==> src/odl_pkg.sv <==
package odl_pkg;

	localparam logic [7:0] OPC_SHIFT = 8'hd0;
	localparam logic [7:0] OPC_SHIFT_MSK = 8'hfc;
	localparam logic [2:0] REG_ROTATE_CARRY_RIGHT = 3'h3;
	localparam logic [7:0] OPC_FLAG_AND_IMM = 8'hf6;
	localparam logic [2:0] REG_FLAG_AND_IMM = 3'h0;
	localparam logic [7:0] OPC_FLAG_AND_RM = 8'h84;
	localparam logic [7:0] OPC_OR_RM = 8'h08;
	localparam logic [7:0] OPC_XOR_RM = 8'h30;
	localparam logic [7:0] OPC_DW_MSK = 8'hfc;
	localparam logic [7:0] OPC_W_MSK = 8'hfe;
	localparam logic [7:0] OPC_ITER = 8'hf2;
	localparam logic [7:0] OPC_STR_COPY = 8'ha4;
	localparam logic [7:0] OPC_STR_COMPARE = 8'ha6;
	localparam logic [7:0] OPC_STR_FETCH = 8'hac;
	localparam logic [7:0] OPC_STR_STORE = 8'haa;
	localparam logic [7:0] OPC_STR_SEARCH = 8'hae;
	localparam logic [7:0] OPC_BR_NEAR = 8'he9;
	localparam logic [7:0] OPC_BR_SHORT = 8'heb;
	localparam logic [7:0] OPC_BR_FAR = 8'hea;
	localparam logic [7:0] OPC_EXIT_NEAR = 8'hc3;
	localparam logic [7:0] OPC_EXIT_NEAR_IMM = 8'hc2;
	localparam logic [7:0] OPC_EXIT_FAR = 8'hcb;
	localparam logic [7:0] OPC_EXIT_FAR_IMM = 8'hca;
	localparam logic [7:0] OPC_BR_LESS = 8'h7c;
	localparam logic [7:0] OPC_BR_LESS_EQUAL = 8'h7e;
	localparam logic [7:0] OPC_BR_GREATER = 8'h7f;
	localparam logic [7:0] OPC_BR_BELOW = 8'h72;
	localparam logic [7:0] OPC_BR_BELOW_EQUAL = 8'h76;
	localparam logic [7:0] OPC_BR_ABOVE = 8'h77;
	localparam logic [7:0] OPC_BR_EQUAL = 8'h74;
	localparam logic [7:0] OPC_BR_NOT_EQUAL = 8'h75;
	localparam logic [7:0] OPC_BR_OVERFLOW = 8'h70;
	localparam logic [7:0] OPC_BR_PARITY_EVEN = 8'h7a;
	localparam logic [7:0] OPC_BR_PARITY_ODD = 8'h7b;
	localparam logic [7:0] OPC_BR_NEGATIVE = 8'h78;
	localparam logic [7:0] OPC_COUNTED = 8'he2;
	localparam logic [7:0] OPC_COUNTED_ZERO = 8'he1;
	localparam logic [7:0] OPC_COUNTED_NONZERO = 8'he0;
	localparam logic [7:0] OPC_BR_COUNTER_ZERO = 8'he3;
	localparam logic [7:0] OPC_TRAP_TYPE = 8'hcd;
	localparam logic [7:0] OPC_TRAP_BREAK = 8'hcc;
	localparam logic [7:0] OPC_TRAP_OVERFLOW = 8'hce;
	localparam logic [7:0] OPC_TRAP_EXIT = 8'hcf;
	localparam logic [7:0] OPC_CARRY_CLEAR = 8'hf8;
	localparam logic [7:0] OPC_CARRY_INVERT = 8'hf5;
	localparam logic [7:0] OPC_CARRY_SET = 8'hf9;
	localparam logic [7:0] OPC_DIRECTION_CLEAR = 8'hfc;
	localparam logic [7:0] OPC_DIRECTION_SET = 8'hfd;
	localparam logic [7:0] OPC_IRQ_ENABLE_CLEAR = 8'hfa;
	localparam logic [7:0] OPC_IRQ_ENABLE_SET = 8'hfb;
	localparam logic [7:0] OPC_BUS_LOCK = 8'hf0;
	localparam logic [7:0] OPC_PROCESSOR_STOP = 8'hf4;
	localparam logic [7:0] OPC_COPROC_WAIT = 8'h9b;
	localparam logic [7:0] OPC_EXT_DEVICE = 8'hd8;
	localparam logic [7:0] OPC_EXT_DEVICE_MSK = 8'hf8;

	localparam int W_BIT = 0;
	localparam int D_BIT = 1;
	localparam int V_BIT = 1;
	localparam int Z_BIT = 0;
	localparam logic [1:0] MOD_MEM = 2'h0;
	localparam logic [1:0] MOD_DISP8 = 2'h1;
	localparam logic [1:0] MOD_DISP16 = 2'h2;
	localparam logic [1:0] MOD_REG = 2'h3;
	localparam logic [2:0] RM_DIRECT = 3'h6;

	localparam logic [2:0] LEN_NONE = 3'h0;
	localparam logic [2:0] LEN_BYTE = 3'h1;
	localparam logic [2:0] LEN_WORD = 3'h2;
	localparam logic [2:0] LEN_FAR = 3'h4;
	localparam logic [3:0] INSTR_LEN_ONE = 4'h1;
	localparam logic [3:0] INSTR_LEN_COND = 4'h2;
	localparam logic [3:0] INSTR_LEN_FAR = 4'h5;

	typedef enum logic [5:0] {
		OP_NONE, OP_ROTATE_RIGHT_THROUGH_CARRY, OP_FLAG_AND_RM, OP_FLAG_AND_IMM,
		OP_OR_RM, OP_XOR_RM, OP_STRING_COPY, OP_STRING_COMPARE, OP_STRING_FETCH,
		OP_STRING_STORE, OP_STRING_SEARCH, OP_BRANCH_NEAR, OP_BRANCH_SHORT,
		OP_BRANCH_FAR, OP_EXIT_NEAR, OP_EXIT_NEAR_IMM, OP_EXIT_FAR, OP_EXIT_FAR_IMM,
		OP_BRANCH_IF_LESS, OP_BRANCH_IF_LESS_EQUAL, OP_BRANCH_IF_GREATER,
		OP_BRANCH_IF_BELOW, OP_BRANCH_IF_BELOW_EQUAL, OP_BRANCH_IF_ABOVE,
		OP_BRANCH_IF_EQUAL, OP_BRANCH_IF_NOT_EQUAL, OP_BRANCH_IF_OVERFLOW,
		OP_BRANCH_IF_PARITY_EVEN, OP_BRANCH_IF_PARITY_ODD, OP_BRANCH_IF_NEGATIVE,
		OP_COUNTED_BRANCH, OP_COUNTED_BRANCH_WHILE_ZERO, OP_COUNTED_BRANCH_WHILE_NONZERO,
		OP_BRANCH_IF_COUNTER_ZERO, OP_TRAP_TYPE, OP_TRAP_BREAK, OP_TRAP_OVERFLOW,
		OP_TRAP_EXIT, OP_CARRY_CLEAR, OP_CARRY_INVERT, OP_CARRY_SET,
		OP_DIRECTION_CLEAR, OP_DIRECTION_SET, OP_IRQ_ENABLE_CLEAR, OP_IRQ_ENABLE_SET,
		OP_PROCESSOR_STOP, OP_COPROC_WAIT, OP_EXTERNAL_DEVICE_OPCODE
	} odl_op_t;

	typedef enum logic [2:0] {
		ST_OPC = 3'h0,
		ST_MODRM = 3'h1,
		ST_DISP = 3'h3,
		ST_IMM = 3'h2,
		ST_FIN = 3'h6,
		ST_OUT = 3'h7
	} odl_state_t;

	typedef struct packed {
		odl_op_t op;
		logic has_modrm;
		logic [2:0] imm_len;
	} odl_class_t;

	typedef struct packed {
		logic valid;
		logic [7:0] data;
	} odl_byte_t;

	typedef struct packed {
		odl_op_t op;
		logic [7:0] opc;
		logic [7:0] modrm;
		logic word;
		logic dir;
		logic count_cl;
		logic rm_is_reg;
		logic [5:0] esc_code;
		logic [15:0] mem_disp;
		logic [15:0] imm;
		logic [15:0] seg;
		logic [15:0] next_ip;
		logic [15:0] target;
		logic string_iteration_prefix;
		logic rep_z;
		logic lock;
		logic [3:0] len;
	} odl_instr_t;

	typedef struct packed {
		odl_state_t st;
		logic [7:0] opc;
		logic [7:0] modrm;
		logic [2:0] cnt;
		logic [1:0] idx;
		logic [1:0][7:0] dsp;
		logic [3:0][7:0] ibuf;
		logic [15:0] ip;
		logic string_iteration_prefix;
		logic rep_z;
		logic lock;
		logic [3:0] len;
		odl_instr_t out;
	} odl_ctx_t;

	function automatic logic [1:0] f_mod(input logic [7:0] m);
		return m[7:6];
	endfunction : f_mod

	function automatic logic [2:0] f_reg(input logic [7:0] m);
		return m[5:3];
	endfunction : f_reg

	function automatic logic [2:0] f_rm(input logic [7:0] m);
		return m[2:0];
	endfunction : f_rm

	function automatic logic [2:0] f_disp_len(input logic [7:0] m);
		if (f_mod(m) == MOD_DISP8) begin
			return LEN_BYTE;
		end
		if (f_mod(m) == MOD_DISP16 || (f_mod(m) == MOD_MEM && f_rm(m) == RM_DIRECT)) begin
			return LEN_WORD;
		end
		return LEN_NONE;
	endfunction : f_disp_len

endpackage : odl_pkg
==> src/odl_branch_target.sv <==
`timescale 1ns/1ps
module odl_branch_target
	import odl_pkg::*;
(
	input wire logic [15:0] next_ip,
	input wire logic [7:0] disp_low,
	input wire logic [7:0] disp_high,
	input wire logic short_form,
	output logic [15:0] target
);

	logic [15:0] disp;

	// Short forms carry a signed byte, so it is sign extended before the add.
	assign disp = short_form ? {{8{disp_low[7]}}, disp_low} : {disp_high, disp_low}; // [RULE_26]
	assign target = next_ip + disp; // [RULE_26]

endmodule : odl_branch_target

==> src/odl_classifier.sv <==
`timescale 1ns/1ps
module odl_classifier
	import odl_pkg::*;
(
	input wire logic [7:0] opc,
	input wire logic [7:0] modrm,
	output odl_class_t cls
);

	function automatic odl_class_t mk(input odl_op_t op, input logic m, input logic [2:0] l);
		return '{op: op, has_modrm: m, imm_len: l};
	endfunction : mk

	logic [2:0] imm_w;
	assign imm_w = opc[W_BIT] ? LEN_WORD : LEN_BYTE;

	always_comb begin
		cls = mk(OP_NONE, 1'b0, LEN_NONE);
		unique case (opc)
			OPC_BR_NEAR: cls = mk(OP_BRANCH_NEAR, 1'b0, LEN_WORD); // [RULE_07]
			OPC_BR_SHORT: cls = mk(OP_BRANCH_SHORT, 1'b0, LEN_BYTE); // [RULE_07]
			OPC_BR_FAR: cls = mk(OP_BRANCH_FAR, 1'b0, LEN_FAR); // [RULE_07]
			OPC_EXIT_NEAR: cls = mk(OP_EXIT_NEAR, 1'b0, LEN_NONE); // [RULE_08]
			OPC_EXIT_NEAR_IMM: cls = mk(OP_EXIT_NEAR_IMM, 1'b0, LEN_WORD); // [RULE_08]
			OPC_EXIT_FAR: cls = mk(OP_EXIT_FAR, 1'b0, LEN_NONE); // [RULE_08]
			OPC_EXIT_FAR_IMM: cls = mk(OP_EXIT_FAR_IMM, 1'b0, LEN_WORD); // [RULE_08]
			OPC_BR_LESS: cls = mk(OP_BRANCH_IF_LESS, 1'b0, LEN_BYTE); // [RULE_09]
			OPC_BR_LESS_EQUAL: cls = mk(OP_BRANCH_IF_LESS_EQUAL, 1'b0, LEN_BYTE); // [RULE_09]
			OPC_BR_GREATER: cls = mk(OP_BRANCH_IF_GREATER, 1'b0, LEN_BYTE); // [RULE_09]
			OPC_BR_BELOW: cls = mk(OP_BRANCH_IF_BELOW, 1'b0, LEN_BYTE); // [RULE_10]
			OPC_BR_BELOW_EQUAL: cls = mk(OP_BRANCH_IF_BELOW_EQUAL, 1'b0, LEN_BYTE); // [RULE_10]
			OPC_BR_ABOVE: cls = mk(OP_BRANCH_IF_ABOVE, 1'b0, LEN_BYTE); // [RULE_10]
			OPC_BR_EQUAL: cls = mk(OP_BRANCH_IF_EQUAL, 1'b0, LEN_BYTE); // [RULE_11]
			OPC_BR_NOT_EQUAL: cls = mk(OP_BRANCH_IF_NOT_EQUAL, 1'b0, LEN_BYTE); // [RULE_11]
			OPC_BR_OVERFLOW: cls = mk(OP_BRANCH_IF_OVERFLOW, 1'b0, LEN_BYTE); // [RULE_11]
			OPC_BR_PARITY_EVEN: cls = mk(OP_BRANCH_IF_PARITY_EVEN, 1'b0, LEN_BYTE); // [RULE_12]
			OPC_BR_PARITY_ODD: cls = mk(OP_BRANCH_IF_PARITY_ODD, 1'b0, LEN_BYTE); // [RULE_12]
			OPC_BR_NEGATIVE: cls = mk(OP_BRANCH_IF_NEGATIVE, 1'b0, LEN_BYTE); // [RULE_12]
			OPC_COUNTED: cls = mk(OP_COUNTED_BRANCH, 1'b0, LEN_BYTE); // [RULE_13]
			OPC_COUNTED_ZERO: cls = mk(OP_COUNTED_BRANCH_WHILE_ZERO, 1'b0, LEN_BYTE); // [RULE_14]
			OPC_COUNTED_NONZERO: begin // [RULE_14]
				cls = mk(OP_COUNTED_BRANCH_WHILE_NONZERO, 1'b0, LEN_BYTE);
			end
			OPC_BR_COUNTER_ZERO: cls = mk(OP_BRANCH_IF_COUNTER_ZERO, 1'b0, LEN_BYTE); // [RULE_15]
			OPC_TRAP_TYPE: cls = mk(OP_TRAP_TYPE, 1'b0, LEN_BYTE); // [RULE_16]
			OPC_TRAP_BREAK: cls = mk(OP_TRAP_BREAK, 1'b0, LEN_NONE); // [RULE_16]
			OPC_TRAP_OVERFLOW: cls = mk(OP_TRAP_OVERFLOW, 1'b0, LEN_NONE); // [RULE_16]
			OPC_TRAP_EXIT: cls = mk(OP_TRAP_EXIT, 1'b0, LEN_NONE); // [RULE_17]
			OPC_CARRY_CLEAR: cls = mk(OP_CARRY_CLEAR, 1'b0, LEN_NONE); // [RULE_18]
			OPC_CARRY_INVERT: cls = mk(OP_CARRY_INVERT, 1'b0, LEN_NONE); // [RULE_18]
			OPC_CARRY_SET: cls = mk(OP_CARRY_SET, 1'b0, LEN_NONE); // [RULE_18]
			OPC_DIRECTION_CLEAR: cls = mk(OP_DIRECTION_CLEAR, 1'b0, LEN_NONE); // [RULE_19]
			OPC_DIRECTION_SET: cls = mk(OP_DIRECTION_SET, 1'b0, LEN_NONE); // [RULE_19]
			OPC_IRQ_ENABLE_CLEAR: cls = mk(OP_IRQ_ENABLE_CLEAR, 1'b0, LEN_NONE); // [RULE_20]
			OPC_IRQ_ENABLE_SET: cls = mk(OP_IRQ_ENABLE_SET, 1'b0, LEN_NONE); // [RULE_20]
			OPC_PROCESSOR_STOP: cls = mk(OP_PROCESSOR_STOP, 1'b0, LEN_NONE); // [RULE_21]
			OPC_COPROC_WAIT: cls = mk(OP_COPROC_WAIT, 1'b0, LEN_NONE); // [RULE_21]
			default: begin
				if ((opc & OPC_SHIFT_MSK) == OPC_SHIFT) begin // [RULE_01]
					cls.has_modrm = 1'b1;
					if (f_reg(modrm) == REG_ROTATE_CARRY_RIGHT) begin
						cls.op = OP_ROTATE_RIGHT_THROUGH_CARRY;
					end
				end else if ((opc & OPC_W_MSK) == OPC_FLAG_AND_IMM) begin // [RULE_02]
					cls.has_modrm = 1'b1;
					if (f_reg(modrm) == REG_FLAG_AND_IMM) begin
						cls = mk(OP_FLAG_AND_IMM, 1'b1, imm_w);
					end
				end else if ((opc & OPC_W_MSK) == OPC_FLAG_AND_RM) begin // [RULE_03]
					cls = mk(OP_FLAG_AND_RM, 1'b1, LEN_NONE);
				end else if ((opc & OPC_DW_MSK) == OPC_OR_RM) begin // [RULE_04]
					cls = mk(OP_OR_RM, 1'b1, LEN_NONE);
				end else if ((opc & OPC_DW_MSK) == OPC_XOR_RM) begin // [RULE_04]
					cls = mk(OP_XOR_RM, 1'b1, LEN_NONE);
				end else if ((opc & OPC_W_MSK) == OPC_STR_COPY) begin // [RULE_05]
					cls.op = OP_STRING_COPY;
				end else if ((opc & OPC_W_MSK) == OPC_STR_COMPARE) begin // [RULE_05]
					cls.op = OP_STRING_COMPARE;
				end else if ((opc & OPC_W_MSK) == OPC_STR_FETCH) begin // [RULE_06]
					cls.op = OP_STRING_FETCH;
				end else if ((opc & OPC_W_MSK) == OPC_STR_STORE) begin // [RULE_06]
					cls.op = OP_STRING_STORE;
				end else if ((opc & OPC_W_MSK) == OPC_STR_SEARCH) begin // [RULE_06]
					cls.op = OP_STRING_SEARCH;
				end else if ((opc & OPC_EXT_DEVICE_MSK) == OPC_EXT_DEVICE) begin // [RULE_22]
					cls = mk(OP_EXTERNAL_DEVICE_OPCODE, 1'b1, LEN_NONE);
				end
			end
		endcase
	end

endmodule : odl_classifier

==> src/odl_decoder.sv <==
// Notes on behaviour
// RULE_01 - 110100vw with middle field 011 decodes as rotate right through carry.
// RULE_02 - 1111011w with middle field 000 is flag-only AND with immediate.
// RULE_03 - 1000010w plus addressing byte is flag-only AND, no write back.
// RULE_04 - 000010dw decodes inclusive OR, 001100dw exclusive OR, each with addressing byte.
// RULE_05 - Decode string copy and compare; 1111001z is a repeat prefix.
// RULE_06 - Decode string fetch, store and search; size bit picks byte or word.
// RULE_07 - Unconditional branches: near word displacement, short byte, far offset plus segment.
// RULE_08 - Subroutine exits near and far, each optionally with a stack immediate.
// RULE_09 - Signed branches less, less-equal, greater, each with one displacement byte.
// RULE_10 - Unsigned branches below, below-equal, above, each with one displacement byte.
// RULE_11 - Branches on equal, not-equal, overflow, each with one displacement byte.
// RULE_12 - Branches on parity even, parity odd, negative, each one displacement byte.
// RULE_13 - 11100010 with displacement is a counted branch on the count register.
// RULE_14 - 11100001 counts while zero, 11100000 while not zero; one displacement byte.
// RULE_15 - 11100011 branches only when the count register is zero.
// RULE_16 - Traps: typed with a type byte, fixed type 3, and on overflow.
// RULE_17 - 11001111 is the return from an interrupt service routine.
// RULE_18 - Carry clear, invert and set, each one byte.
// RULE_19 - Direction clear and set, each one byte.
// RULE_20 - Interrupt enable clear and set, each one byte.
// RULE_21 - One-byte bus lock prefix, processor stop and wait.
// RULE_22 - 11011xxx escapes; low opcode bits and middle field pass on raw.
// RULE_23 - Size bit set means word, clear means byte.
// RULE_24 - Addressing form 11 makes the operand selector a register.
// RULE_25 - Repeat prefix z bit is compared with zero flag to end compare/search.
// RULE_26 - Branch displacements are signed and added to the next instruction address.
`timescale 1ns/1ps
module odl_decoder
	import odl_pkg::*;
(
	input wire logic sys_clk,
	input wire logic rst_n,
	input wire logic clk_en,
	input wire logic restart,
	input wire logic [15:0] restart_ip,
	input odl_byte_t byte_in,
	output logic byte_ready,
	input wire logic zero_flag,
	output logic dec_valid,
	input wire logic dec_ready,
	output odl_instr_t dec_out,
	output logic rep_finished
);

	odl_ctx_t ctx_r;
	odl_ctx_t ctx_nxt;
	odl_class_t cls;
	logic [7:0] cls_opc;
	logic [7:0] cls_modrm;
	logic [15:0] target;
	logic accepting;
	logic take;
	logic [1:0] mode;

	assign cls_opc = (ctx_r.st == ST_OPC) ? byte_in.data : ctx_r.opc;
	assign cls_modrm = (ctx_r.st == ST_MODRM) ? byte_in.data : ctx_r.modrm;
	assign mode = f_mod(ctx_r.modrm);

	odl_classifier u_classifier (
		.opc(cls_opc),
		.modrm(cls_modrm),
		.cls(cls)
	);

	odl_branch_target u_branch_target (
		.next_ip(ctx_r.ip),
		.disp_low(ctx_r.ibuf[0]),
		.disp_high(ctx_r.ibuf[1]),
		.short_form(cls.imm_len == LEN_BYTE),
		.target(target)
	);

	assign accepting = ctx_r.st inside {ST_OPC, ST_MODRM, ST_DISP, ST_IMM};
	assign byte_ready = clk_en & ~restart & accepting;
	assign take = byte_in.valid & accepting;
	assign dec_valid = ctx_r.st == ST_OUT;
	assign dec_out = ctx_r.out;

	// The execution unit samples this with its live zero flag while the instruction is shown.
	assign rep_finished = dec_valid & ctx_r.out.string_iteration_prefix & (zero_flag != ctx_r.out.rep_z) // [RULE_25]
		& (ctx_r.out.op inside {OP_STRING_COMPARE, OP_STRING_SEARCH});

	always_comb begin
		ctx_nxt = ctx_r;
		if (restart) begin
			ctx_nxt.st = ST_OPC;
			ctx_nxt.ip = restart_ip;
			ctx_nxt.string_iteration_prefix = 1'b0;
			ctx_nxt.rep_z = 1'b0;
			ctx_nxt.lock = 1'b0;
			ctx_nxt.len = '0;
		end else begin
			if (take) begin
				ctx_nxt.ip = ctx_r.ip + 16'h0001;
				ctx_nxt.len = ctx_r.len + INSTR_LEN_ONE;
			end
			unique case (ctx_r.st)
				ST_OPC: begin
					if (take) begin
						ctx_nxt.opc = byte_in.data;
						ctx_nxt.modrm = '0;
						ctx_nxt.dsp = '0;
						ctx_nxt.ibuf = '0;
						ctx_nxt.idx = '0;
						ctx_nxt.cnt = cls.imm_len;
						// Prefixes are held and attached to the next real opcode.
						if ((byte_in.data & OPC_W_MSK) == OPC_ITER) begin // [RULE_05]
							ctx_nxt.string_iteration_prefix = 1'b1;
							ctx_nxt.rep_z = byte_in.data[Z_BIT]; // [RULE_25]
						end else if (byte_in.data == OPC_BUS_LOCK) begin // [RULE_21]
							ctx_nxt.lock = 1'b1;
						end else if (cls.has_modrm) begin
							ctx_nxt.st = ST_MODRM;
						end else if (cls.imm_len != LEN_NONE) begin
							ctx_nxt.st = ST_IMM;
						end else begin
							ctx_nxt.st = ST_FIN;
						end
					end
				end
				ST_MODRM: begin
					if (take) begin
						ctx_nxt.modrm = byte_in.data;
						if (f_disp_len(byte_in.data) != LEN_NONE) begin
							ctx_nxt.st = ST_DISP;
							ctx_nxt.cnt = f_disp_len(byte_in.data);
						end else if (cls.imm_len != LEN_NONE) begin
							ctx_nxt.st = ST_IMM;
							ctx_nxt.cnt = cls.imm_len; // [RULE_02]
						end else begin
							ctx_nxt.st = ST_FIN;
						end
					end
				end
				ST_DISP: begin
					if (take) begin
						ctx_nxt.dsp[ctx_r.idx[0]] = byte_in.data;
						ctx_nxt.idx = ctx_r.idx + 2'h1;
						ctx_nxt.cnt = ctx_r.cnt - LEN_BYTE;
						if (ctx_r.cnt == LEN_BYTE) begin
							ctx_nxt.idx = '0;
							ctx_nxt.cnt = cls.imm_len;
							ctx_nxt.st = (cls.imm_len != LEN_NONE) ? ST_IMM : ST_FIN;
						end
					end
				end
				ST_IMM: begin
					if (take) begin
						ctx_nxt.ibuf[ctx_r.idx] = byte_in.data;
						ctx_nxt.idx = ctx_r.idx + 2'h1;
						ctx_nxt.cnt = ctx_r.cnt - LEN_BYTE;
						if (ctx_r.cnt == LEN_BYTE) begin
							ctx_nxt.st = ST_FIN;
						end
					end
				end
				ST_FIN: begin
					ctx_nxt.out.op = cls.op;
					ctx_nxt.out.opc = ctx_r.opc;
					ctx_nxt.out.modrm = ctx_r.modrm;
					ctx_nxt.out.word = ctx_r.opc[W_BIT]; // [RULE_23]
					ctx_nxt.out.dir = ctx_r.opc[D_BIT]; // [RULE_04]
					ctx_nxt.out.count_cl = ctx_r.opc[V_BIT]; // [RULE_01]
					ctx_nxt.out.rm_is_reg = cls.has_modrm && mode == MOD_REG; // [RULE_24]
					ctx_nxt.out.esc_code = {f_rm(ctx_r.opc), f_reg(ctx_r.modrm)}; // [RULE_22]
					ctx_nxt.out.mem_disp = (mode == MOD_DISP8) ?
						{{8{ctx_r.dsp[0][7]}}, ctx_r.dsp[0]} : {ctx_r.dsp[1], ctx_r.dsp[0]};
					ctx_nxt.out.imm = {ctx_r.ibuf[1], ctx_r.ibuf[0]}; // [RULE_08]
					ctx_nxt.out.seg = {ctx_r.ibuf[3], ctx_r.ibuf[2]}; // [RULE_07]
					ctx_nxt.out.next_ip = ctx_r.ip;
					ctx_nxt.out.target = target; // [RULE_26]
					ctx_nxt.out.string_iteration_prefix = ctx_r.string_iteration_prefix;
					ctx_nxt.out.rep_z = ctx_r.rep_z;
					ctx_nxt.out.lock = ctx_r.lock;
					ctx_nxt.out.len = ctx_r.len;
					ctx_nxt.st = ST_OUT;
				end
				ST_OUT: begin
					if (dec_ready) begin
						ctx_nxt.st = ST_OPC;
						ctx_nxt.string_iteration_prefix = 1'b0;
						ctx_nxt.rep_z = 1'b0;
						ctx_nxt.lock = 1'b0;
						ctx_nxt.len = '0;
					end
				end
				default: begin
					ctx_nxt.st = ST_OPC;
				end
			endcase
		end
	end

	always_ff @(posedge sys_clk or negedge rst_n) begin
		if (!rst_n) begin
			ctx_r <= '0;
		end else if (clk_en) begin
			ctx_r <= ctx_nxt;
		end
	end

	property p_rotate_carry;
		@(posedge sys_clk) disable iff (!rst_n)
		dec_valid && ((dec_out.opc & OPC_SHIFT_MSK) == OPC_SHIFT)
			&& f_reg(dec_out.modrm) == REG_ROTATE_CARRY_RIGHT
			|-> dec_out.op == OP_ROTATE_RIGHT_THROUGH_CARRY;
	endproperty
	a_rotate_carry: assert property (p_rotate_carry) else $error("rotate decode wrong"); // [RULE_01]

	property p_and_imm_len;
		@(posedge sys_clk) disable iff (!rst_n)
		dec_valid && dec_out.op == OP_FLAG_AND_IMM && !dec_out.word |-> dec_out.imm[15:8] == 8'h00;
	endproperty
	a_and_imm_len: assert property (p_and_imm_len) else $error("byte immediate too long"); // [RULE_02]

	property p_reg_form;
		@(posedge sys_clk) disable iff (!rst_n)
		dec_valid && dec_out.op == OP_XOR_RM |-> dec_out.rm_is_reg == (f_mod(dec_out.modrm) == MOD_REG);
	endproperty
	a_reg_form: assert property (p_reg_form) else $error("register form flag wrong"); // [RULE_24]

	property p_short_target;
		@(posedge sys_clk) disable iff (!rst_n)
		dec_valid && dec_out.op == OP_BRANCH_IF_LESS
			|-> dec_out.target == dec_out.next_ip + {{8{dec_out.imm[7]}}, dec_out.imm[7:0]};
	endproperty
	a_short_target: assert property (p_short_target) else $error("short target wrong"); // [RULE_26]

	property p_far_len;
		@(posedge sys_clk) disable iff (!rst_n)
		dec_valid && dec_out.op == OP_BRANCH_FAR
			|-> dec_out.len - 4'(dec_out.string_iteration_prefix) - 4'(dec_out.lock) == INSTR_LEN_FAR;
	endproperty
	a_far_len: assert property (p_far_len) else $error("far branch length wrong"); // [RULE_07]

	property p_counted_len;
		@(posedge sys_clk) disable iff (!rst_n)
		dec_valid && dec_out.op == OP_BRANCH_IF_COUNTER_ZERO
			|-> dec_out.len - 4'(dec_out.string_iteration_prefix) - 4'(dec_out.lock) == INSTR_LEN_COND;
	endproperty
	a_counted_len: assert property (p_counted_len) else $error("counted branch length wrong"); // [RULE_15]

	property p_esc_fields;
		@(posedge sys_clk) disable iff (!rst_n)
		dec_valid && dec_out.op == OP_EXTERNAL_DEVICE_OPCODE
			|-> dec_out.esc_code == {dec_out.opc[2:0], dec_out.modrm[5:3]};
	endproperty
	a_esc_fields: assert property (p_esc_fields) else $error("escape code wrong"); // [RULE_22]

	property p_hold_out;
		@(posedge sys_clk) disable iff (!rst_n)
		dec_valid && !dec_ready && !restart |=> dec_valid && $stable(dec_out);
	endproperty
	a_hold_out: assert property (p_hold_out) else $error("decoded output dropped"); // [RULE_23]

	property p_carry_one_byte;
		@(posedge sys_clk) disable iff (!rst_n)
		dec_valid && dec_out.op == OP_CARRY_INVERT
			|-> dec_out.len - 4'(dec_out.string_iteration_prefix) - 4'(dec_out.lock) == INSTR_LEN_ONE;
	endproperty
	a_carry_one_byte: assert property (p_carry_one_byte) else $error("carry op length wrong"); // [RULE_18]

	property p_rep_end;
		@(posedge sys_clk) disable iff (!rst_n)
		dec_valid && dec_out.string_iteration_prefix && dec_out.op == OP_STRING_SEARCH
			|-> rep_finished == (zero_flag != dec_out.rep_z);
	endproperty
	a_rep_end: assert property (p_rep_end) else $error("repeat end wrong"); // [RULE_25]

	// These follow single opcodes, and the 1000010w pair for flag-only AND, through the classifier and the output register.
	property p_trap_exit;
		@(posedge sys_clk) disable iff (!rst_n)
		dec_valid
			&& dec_out.opc == OPC_TRAP_EXIT
			|-> dec_out.op == OP_TRAP_EXIT;
	endproperty
	a_trap_exit: assert property (p_trap_exit) else $error("trap exit wrong"); // [RULE_17]

	property p_counted;
		@(posedge sys_clk) disable iff (!rst_n)
		dec_valid
			&& dec_out.opc == OPC_COUNTED
			|-> dec_out.op == OP_COUNTED_BRANCH;
	endproperty
	a_counted: assert property (p_counted) else $error("counted loop wrong"); // [RULE_13]

	property p_flag_and_rm;
		@(posedge sys_clk) disable iff (!rst_n)
		dec_valid
			&& (dec_out.opc & OPC_W_MSK) == OPC_FLAG_AND_RM
			|-> dec_out.op == OP_FLAG_AND_RM;
	endproperty
	a_flag_and_rm: assert property (p_flag_and_rm) else $error("flag and wrong"); // [RULE_03]

	property p_irq_set;
		@(posedge sys_clk) disable iff (!rst_n)
		dec_valid
			&& dec_out.opc == OPC_IRQ_ENABLE_SET
			|-> dec_out.op == OP_IRQ_ENABLE_SET;
	endproperty
	a_irq_set: assert property (p_irq_set) else $error("irq set decode wrong"); // [RULE_20]

endmodule : odl_decoder

==> config.mk <==
export PLATFORM = sky130hd
export DESIGN_NAME = odl_decoder
export DESIGN_NICKNAME = d
export VERILOG_FILES = /design/src/odl_pkg.sv /design/src/odl_branch_target.sv /design/src/odl_classifier.sv /design/src/odl_decoder.sv
export SDC_FILE = /design/constraint.sdc
export NUM_CORES = 1
export LEC_CHECK = 0
export BUFFER_PORTS_ARGS = -buffer_cell sky130_fd_sc_hd__buf_4
export CAP_MARGIN = 5
export CORE_AREA = 2 2 162 164
export CTS_BUF_LIST = sky130_fd_sc_hd__clkbuf_4
export CTS_CLUSTER_DIAMETER = 80
export DETAILED_ROUTE_END_ITERATION = 6
export DIE_AREA = 0 0 164 166
export GPL_TIMING_DRIVEN = 0
export PLACE_DENSITY = 0.66
export SYNTH_ARGS = -nofsm -noshare
export SYNTH_HDL_FRONTEND = slang
export SYNTH_SLANG_ARGS = --single-unit
==> constraint.sdc <==
create_clock -name sys_clk -period 8.45 [get_ports sys_clk]
set_input_delay 1.69 -clock sys_clk [delete_from_list [all_inputs] [get_ports sys_clk]]
set_output_delay 1.69 -clock sys_clk [all_outputs]
set_load 0.1 [all_outputs]
# After elaboration in Yosys (flattened, before gate mapping)
# Cells that the tools add are included.
word_totals:
  ff_bits: 213
  in_bits: 31
  out_inout_bits: 122
  elab_cells: 252
op_classes:
  addsub: 5
  order_cmp: 4
  eq_ne: 81
  n_mux: 94
  bitwise_logic: 7
  reduce_logical: 29
op_table:
  columns: ["operator", "n"]
  rows:
  - ["one-hot mux 10 bit (36 select lines)", 1]
  - ["== test 8 bit, second input constant", 25]
  - ["== test 8 x 7 -> 1 bit, second input constant", 12]
  - ["2-to-1 mux 3 bit", 25]
  - ["2-to-1 mux 72 bit", 1]
  - ["one-hot mux 32 bit (2 select lines)", 1]
  - ["== test 7 bit, second input constant", 8]
  - ["2-to-1 mux 10 bit", 5]
  - ["2-to-1 mux 16 bit", 3]
  - ["2-to-1 mux 6 bit", 7]
  - ["bitwise mux 32 bit", 1]
  - ["2-to-1 mux 32 bit", 1]
  - ["one-hot mux 16 bit (2 select lines)", 1]
  - ["2-to-1 mux 4 bit", 7]
  - ["2-to-1 mux 8 bit", 3]
  - ["2-to-1 mux 23 bit", 1]
  - ["2-to-1 mux 1 bit", 21]
  - ["2-to-1 mux 21 bit", 1]
  - ["AND reduction 5 bit", 4]
  - ["inequality test 3 bit, second input constant", 6]
  - ["one-hot mux 3 bit (6 select lines)", 1]
  - ["adder 16 x 1 -> 16 bit, second input constant", 1]
  - ["adder 16 bit", 1]
  - ["bitwise mux 16 bit", 1]
  - ["46 further kinds", 82]

# Logic depth before layout (Yosys ltp)
depth:
  ltp_word: 30
  mapped_depth: 18
  ltp_nobuf: 14

# Modules after synthesis
# From an unflattened synthesis, not the netlist that was laid out.
unflattened:
  hier_cells: 1144
  area_unflattened_um2: 11875.1
modules_own_cells:
  columns: ["module", "instances", "cells_each", "area_per_inst_um2", "seq_area_each_um2"]
  rows:
  - ["odl_decoder", 1, 836, 9903.2, 5129.9]
  - ["odl_classifier", 1, 186, 1152.4, 0.0]
  - ["odl_branch_target", 1, 122, 819.5, 0.0]

# Worst setup path before layout
# No wires, ideal clock.
synth_timing:
  kind: "input -> output"
  start: "input port restart"
  end: "output port byte_ready"
  t_arrival_ns: 4.168
  t_required_ns: 6.760
  slack_ns: 2.592
  path_stages: 3
  n_path_buf: 2
  path_cell_list: "clkbuf_1 buf_1 nor3_1"
synth_via:
  elab_chain_len: 3
synth_rtl:
  columns: ["item", "line", "rtl"]
  rows:
  - ["start: declaration", "odl_decoder.sv:35", "input wire logic restart,"]
  - ["NOT 1 bit (no line)", null, null]
  - ["bitwise AND 1 bit (2 in a row)", "odl_decoder.sv:75", "assign byte_ready = clk_en & ~restart & accepting;"]
  - ["end: declaration", "odl_decoder.sv:38", "output logic byte_ready,"]
# No other way between the ends.

# Final worst setup path
layout_timing:
  start: "input port byte_in[3] (netlist name)"
  end: "register ctx_r (netlist bit dec_out[22])"
layout_via:
  elab_chain_len: 16
  word_cells_on_any_way: 64
  cone_classes: "1 x add/sub; 47 x eq/ne; 15 x mux; 1 x reduce/logical"
layout_rtl:
  columns: ["item", "line", "rtl"]
  rows:
  - ["start: declaration", "odl_decoder.sv:37", "input odl_byte_t byte_in,"]
  - ["2-to-1 mux 8 bit", "odl_decoder.sv:56", "assign cls_opc = (ctx_r.st == ST_OPC) ? byte_in.data : ctx_r.opc;"]
  - ["== test 7 bit", "odl_classifier.sv:83", "end else if ((opc & OPC_W_MSK) == OPC_STR_SEARCH) begin"]
  - ["2-to-1 mux 4 bit", "odl_classifier.sv:83", null]
  - ["2-to-1 mux 4 bit", "odl_classifier.sv:81", "end else if ((opc & OPC_W_MSK) == OPC_STR_STORE) begin"]
  - ["2-to-1 mux 4 bit", "odl_classifier.sv:79", "end else if ((opc & OPC_W_MSK) == OPC_STR_FETCH) begin"]
  - ["2-to-1 mux 4 bit", "odl_classifier.sv:77", "end else if ((opc & OPC_W_MSK) == OPC_STR_COMPARE) begin"]
  - ["2-to-1 mux 4 bit", "odl_classifier.sv:75", "end else if ((opc & OPC_W_MSK) == OPC_STR_COPY) begin"]
  - ["2-to-1 mux 10 bit", "odl_classifier.sv:73", "end else if ((opc & OPC_DW_MSK) == OPC_XOR_RM) begin"]
  - ["2-to-1 mux 10 bit", "odl_classifier.sv:71", "end else if ((opc & OPC_DW_MSK) == OPC_OR_RM) begin"]
  - ["2-to-1 mux 10 bit", "odl_classifier.sv:69", "end else if ((opc & OPC_W_MSK) == OPC_FLAG_AND_RM) begin"]
  - ["2-to-1 mux 10 bit", "odl_classifier.sv:64", "end else if ((opc & OPC_W_MSK) == OPC_FLAG_AND_IMM) begin"]
  - ["2-to-1 mux 3 bit", "odl_classifier.sv:59", "if ((opc & OPC_SHIFT_MSK) == OPC_SHIFT) begin"]
  - ["one-hot mux 10 bit (36 select lines) (*)", "odl_classifier.sv:19", "unique case (opc)"]
  - ["== test 3 x 1 -> 1 bit (*)", "odl_decoder.sv:70", ".short_form(cls.imm_len == LEN_BYTE),"]
  - ["2-to-1 mux 16 bit (*)", "odl_branch_target.sv:15", "assign disp = short_form ? {{8{disp_low[7]}}, disp_low} : {disp_high, disp_low};"]
  - ["adder 16 bit (*)", "odl_branch_target.sv:16", "assign target = next_ip + disp;"]
  - ["end signal: assignment", "odl_decoder.sv:199", "ctx_r <= ctx_nxt;"]
  - ["end: declaration", "odl_decoder.sv:46", "odl_ctx_t ctx_r;"]
# Mark *: on every way between the ends. The rest lies on a longest branch, timed or not.
# A chain may end at the register's enable or synchronous reset.

==> impl_metrics.py <==
metrics = {
    "global_routing": {
        "grt_max_degree": 114,
        "grt_pass1_vias": 9868,
        "antenna_found_initial": 1,
        "overflow": 0,
        "grt.total_usage_pct": 24.6,
        "grt_pass1_wl_mm": 53.0,
    },
    "synth": {
        "synthMuxAreaShare_pct": 3.23,
        "synth_seq_area_share_pct": 44.5,
        "synth_commonest_cells": "316 x nand2_1, 205 x dfrtp_1, 120 x buf_4",
        "synth_top_family_by_area": "simple AND/OR/NAND/NOR gates",
        "synthXorXnorAreaFrac_pct": 0.760,
        "netlist_area_sq_um": 11500,
        "yosys-top-cells-area": "dfrtp_1 45%, nand2_1 10%, buf_4 7.8%, a22o_1 4.0%, o21ai_0 3.6%",
        "syn_avg_cell_area_sq_um": 8.73,
        "synth_cell_type_count": 67,
        "yosys_warnings": 0,
        "async_flop_share_pct": 100,
        "synth_ff_type": "dfrtp_1",
        "synth_fa_ha_area_share_pct": 2.67,
        "synth_top_area_share_pct": 44.5,
        "synth.most_common_cell": "nand2_1",
        "yosys.area_share.simple_pct": 20.1,
        "synth_cells": 1320,
        "ys_ff_latch": 205,
        "synth_compound_area_share_pct": 17.2,
        "syn-num-nets": 1375,
        "synth_top_area_cell": "dfrtp_1",
        "synth-edff-count": 0,
    },
    "sta": {
        "tightestPinTransition_ns": 1.01,
        "rsz0062_at_grt": "false",
        "fmax_mhz": 196,
        "final_hold_viol_count": 0,
        "relSlewSlack_pct": 31.8,
        "fin_skew_ns": 0.0277,
        "layout_min_cycle_time_ns": 5.09,
        "final.setup.tns_ns": 0,
        "report.final.slew_viol_count": 0,
        "setup_viol": 0,
        "fin_crit_sh_pct": 60.2,
    },
    "worst_hold_path": {
        "hold_depth": 2,
        "hp-class": "reg -> reg",
    },
    "die": {
        "fp.coreArea_sq_um": 25600,
        "initial_core_util_pct": 45.0,
        "dieArea_sq_um": 27200,
        "die_x_microns": 164,
        "io_pins": 153,
        "dieHeight_microns": 166,
        "rows": 59,
    },
    "cts": {
        "worstSkewPairLatency_ns": 0.68,
        "clock_path_buffers": 3,
        "numCtsBuffers": 55,
        "htree_levels": 2,
        "holdBufCountCts": 0,
        "postCtsResizedCells": 0,
        "cts_root_buf": "clkbuf_4",
        "cts_tree": "built",
        "clkTransAtPathRegs_ns": 0.06,
        "post_cts_buffers": 0,
        "cts_sinks": 205,
    },
    "critical_path": {
        "cp.required_ns": 8.99,
        "cp_num_buf_inv": 3,
        "path_cells": "buf_4, clkbuf_1, nor2_1, a32oi_1, o2111ai_2, or3_4, buf_2, nand2_1, o21ai_0, ha_1, a2111oi_0, nor3_1, a41oi_1, a21oi_1, xnor2_1, o21ai_0",
        "crit_family": "compound AO/OA/AOI/OAI gates",
        "startpoint_type": "primary input",
        "r2r_cells": 16,
        "slowest_stage": "or3_4",
        "worstPathArrival_ns": 5.62,
        "cp_max_fo": 10,
        "r2r_setup_slack_ns": 3.62,
        "cp_common_cell": "o21ai_0",
        "critPathCaptureType": "flip-flop",
        "crit_type": "in -> reg",
        "max_stage_delay_ns": 0.47,
        "cp.depth": 16,
    },
    "placement": {
        "dp_hpwl_mm": 24.1,
        "placed_cell_area_sq_um": 13100,
        "port_buffers": 147,
        "gp_congestion": 0.940,
    },
    "detailed_routing": {
        "vias": 10168,
        "drt-initial-drc-count": 715,
        "wl_per_cell_microns": 17.6,
        "drc_errors": 0,
        "drt_pre_antenna_iters": 5,
        "final_antenna_net_count": 0,
        "via_per_inst": 5.35,
        "drt_wl_total_mm": 33.5,
    },
    "power": {
        "p_per_area_nw_per_um2": 384,
        "ir_drop_mv": 0.329,
        "finalPower_mw": 5.28,
        "p_leak_nw": 6.88,
    },
    "layout": {
        "fin_area_sq_um": 13700,
        "drive_gt1_share_pct": 25.0,
        "area_growth_pct": 19.3,
        "fin_util_pct": 53.6,
        "final_nets": 1580,
    },
    "flow_run": {
        "drv_cap": 0,
    },
    "status": {
        "status": "complete, no violations",
    },
}
## area by class of cell
class	count	area, sq um
Fill cell	2512	11900
Sequential cell	205	5130
Multi-Input combinational cell	889	5060
Buffer	193	1200
Timing Repair Buffer	148	1140
Clock buffer	78	586
Tap cell	335	419
Inverter	33	124
Clock inverter	18	75.1
Antenna cell	1	2.50
## worst register-to-register path, stage by stage (launching register included)
cell	delay, ns
dfrtp_1	0.36
buf_2	0.18
nor3_1	0.74
nor2_1	0.19
a32oi_1	0.37
o2111ai_2	0.30
or3_4	0.47
buf_2	0.19
nand2_1	0.16
o21ai_0	0.15
ha_1	0.27
a2111oi_0	0.39
nor3_1	0.15
a41oi_1	0.35
a21oi_1	0.13
xnor2_1	0.20
o21ai_0	0.09
## path summary, 6_finish.rpt
check	from	endpoint
max	byte_in[3]	dec_out[22]
min	dec_out[110]	dec_out[110]
max reg2reg	ctx_r[212]	dec_out[22]
min reg2reg	dec_out[110]	dec_out[110]
max in group asynchronous	rst_n	dec_out[20]
min in group asynchronous	rst_n	dec_out[110]
## through the flow
stage	std cells	hold slack (ns)	worst slack, ns
2_1_floorplan	1320	0.435	2.59
3_3_place_gp	1802	0.458	2.80
3_5_place_dp	1803	0.462	2.77
4_1_cts	1899	0.467	3.47
5_1_grt	1900	0.494	3.05
6_report	1900	0.475	3.36
## routing by layer
layer / track usage [%] / part of all wire (%) / up-vias
met5: 0 / 0 / -
met4: 11.1 / 4.1 / 0
met3: 3.47 / 5.4 / 77
met2: 39.6 / 46 / 364
met1: 33.1 / 44 / 4831
li1: - / - / 4896
## power breakdown
group	switching (mW)	internal (mW)
clock	0.416	0.423
sequential	0.210	1.24
combinational	2.11	0.881
total	2.74	2.54
## layout by cell type (no fill, tap or decap), types with 10 or more instances in the layout
cell,instances
clkinv_1,14
and3_1,12
nor2b_1,17
clkbuf_1,60
a22o_1,52
buf_4,266
o22ai_1,19
a31oi_1,11
nand3_1,27
clkbuf_4,78
a21oi_1,59
o31ai_1,10
nand2_1,316
o21ai_0,82
nor3_1,23
ha_1,23
nor2_1,64
mux2_2,16
dfrtp_1,205
nand2b_1,12
inv_1,33
mux2i_1,12
## kinds of logic (layout without fill, tap and decap cells)
kind of cell,Yosys count,count (layout)
buffers and inverters,226,470
adder cells (fa/ha/maj),24,24
AND/OR/NAND/NOR,524,524
multiplexers,32,32
AO/OA/AOI/OAI,299,299
XOR/XNOR,10,10
other,0,1
flip-flops,205,205
## state kept, by name, summed over array words and instances (netlist names)
| signal | count |
|---|---|
| dec_out | 110 |
| ctx_r | 95 |
Note: power is estimated with default switching activity, not from simulation.
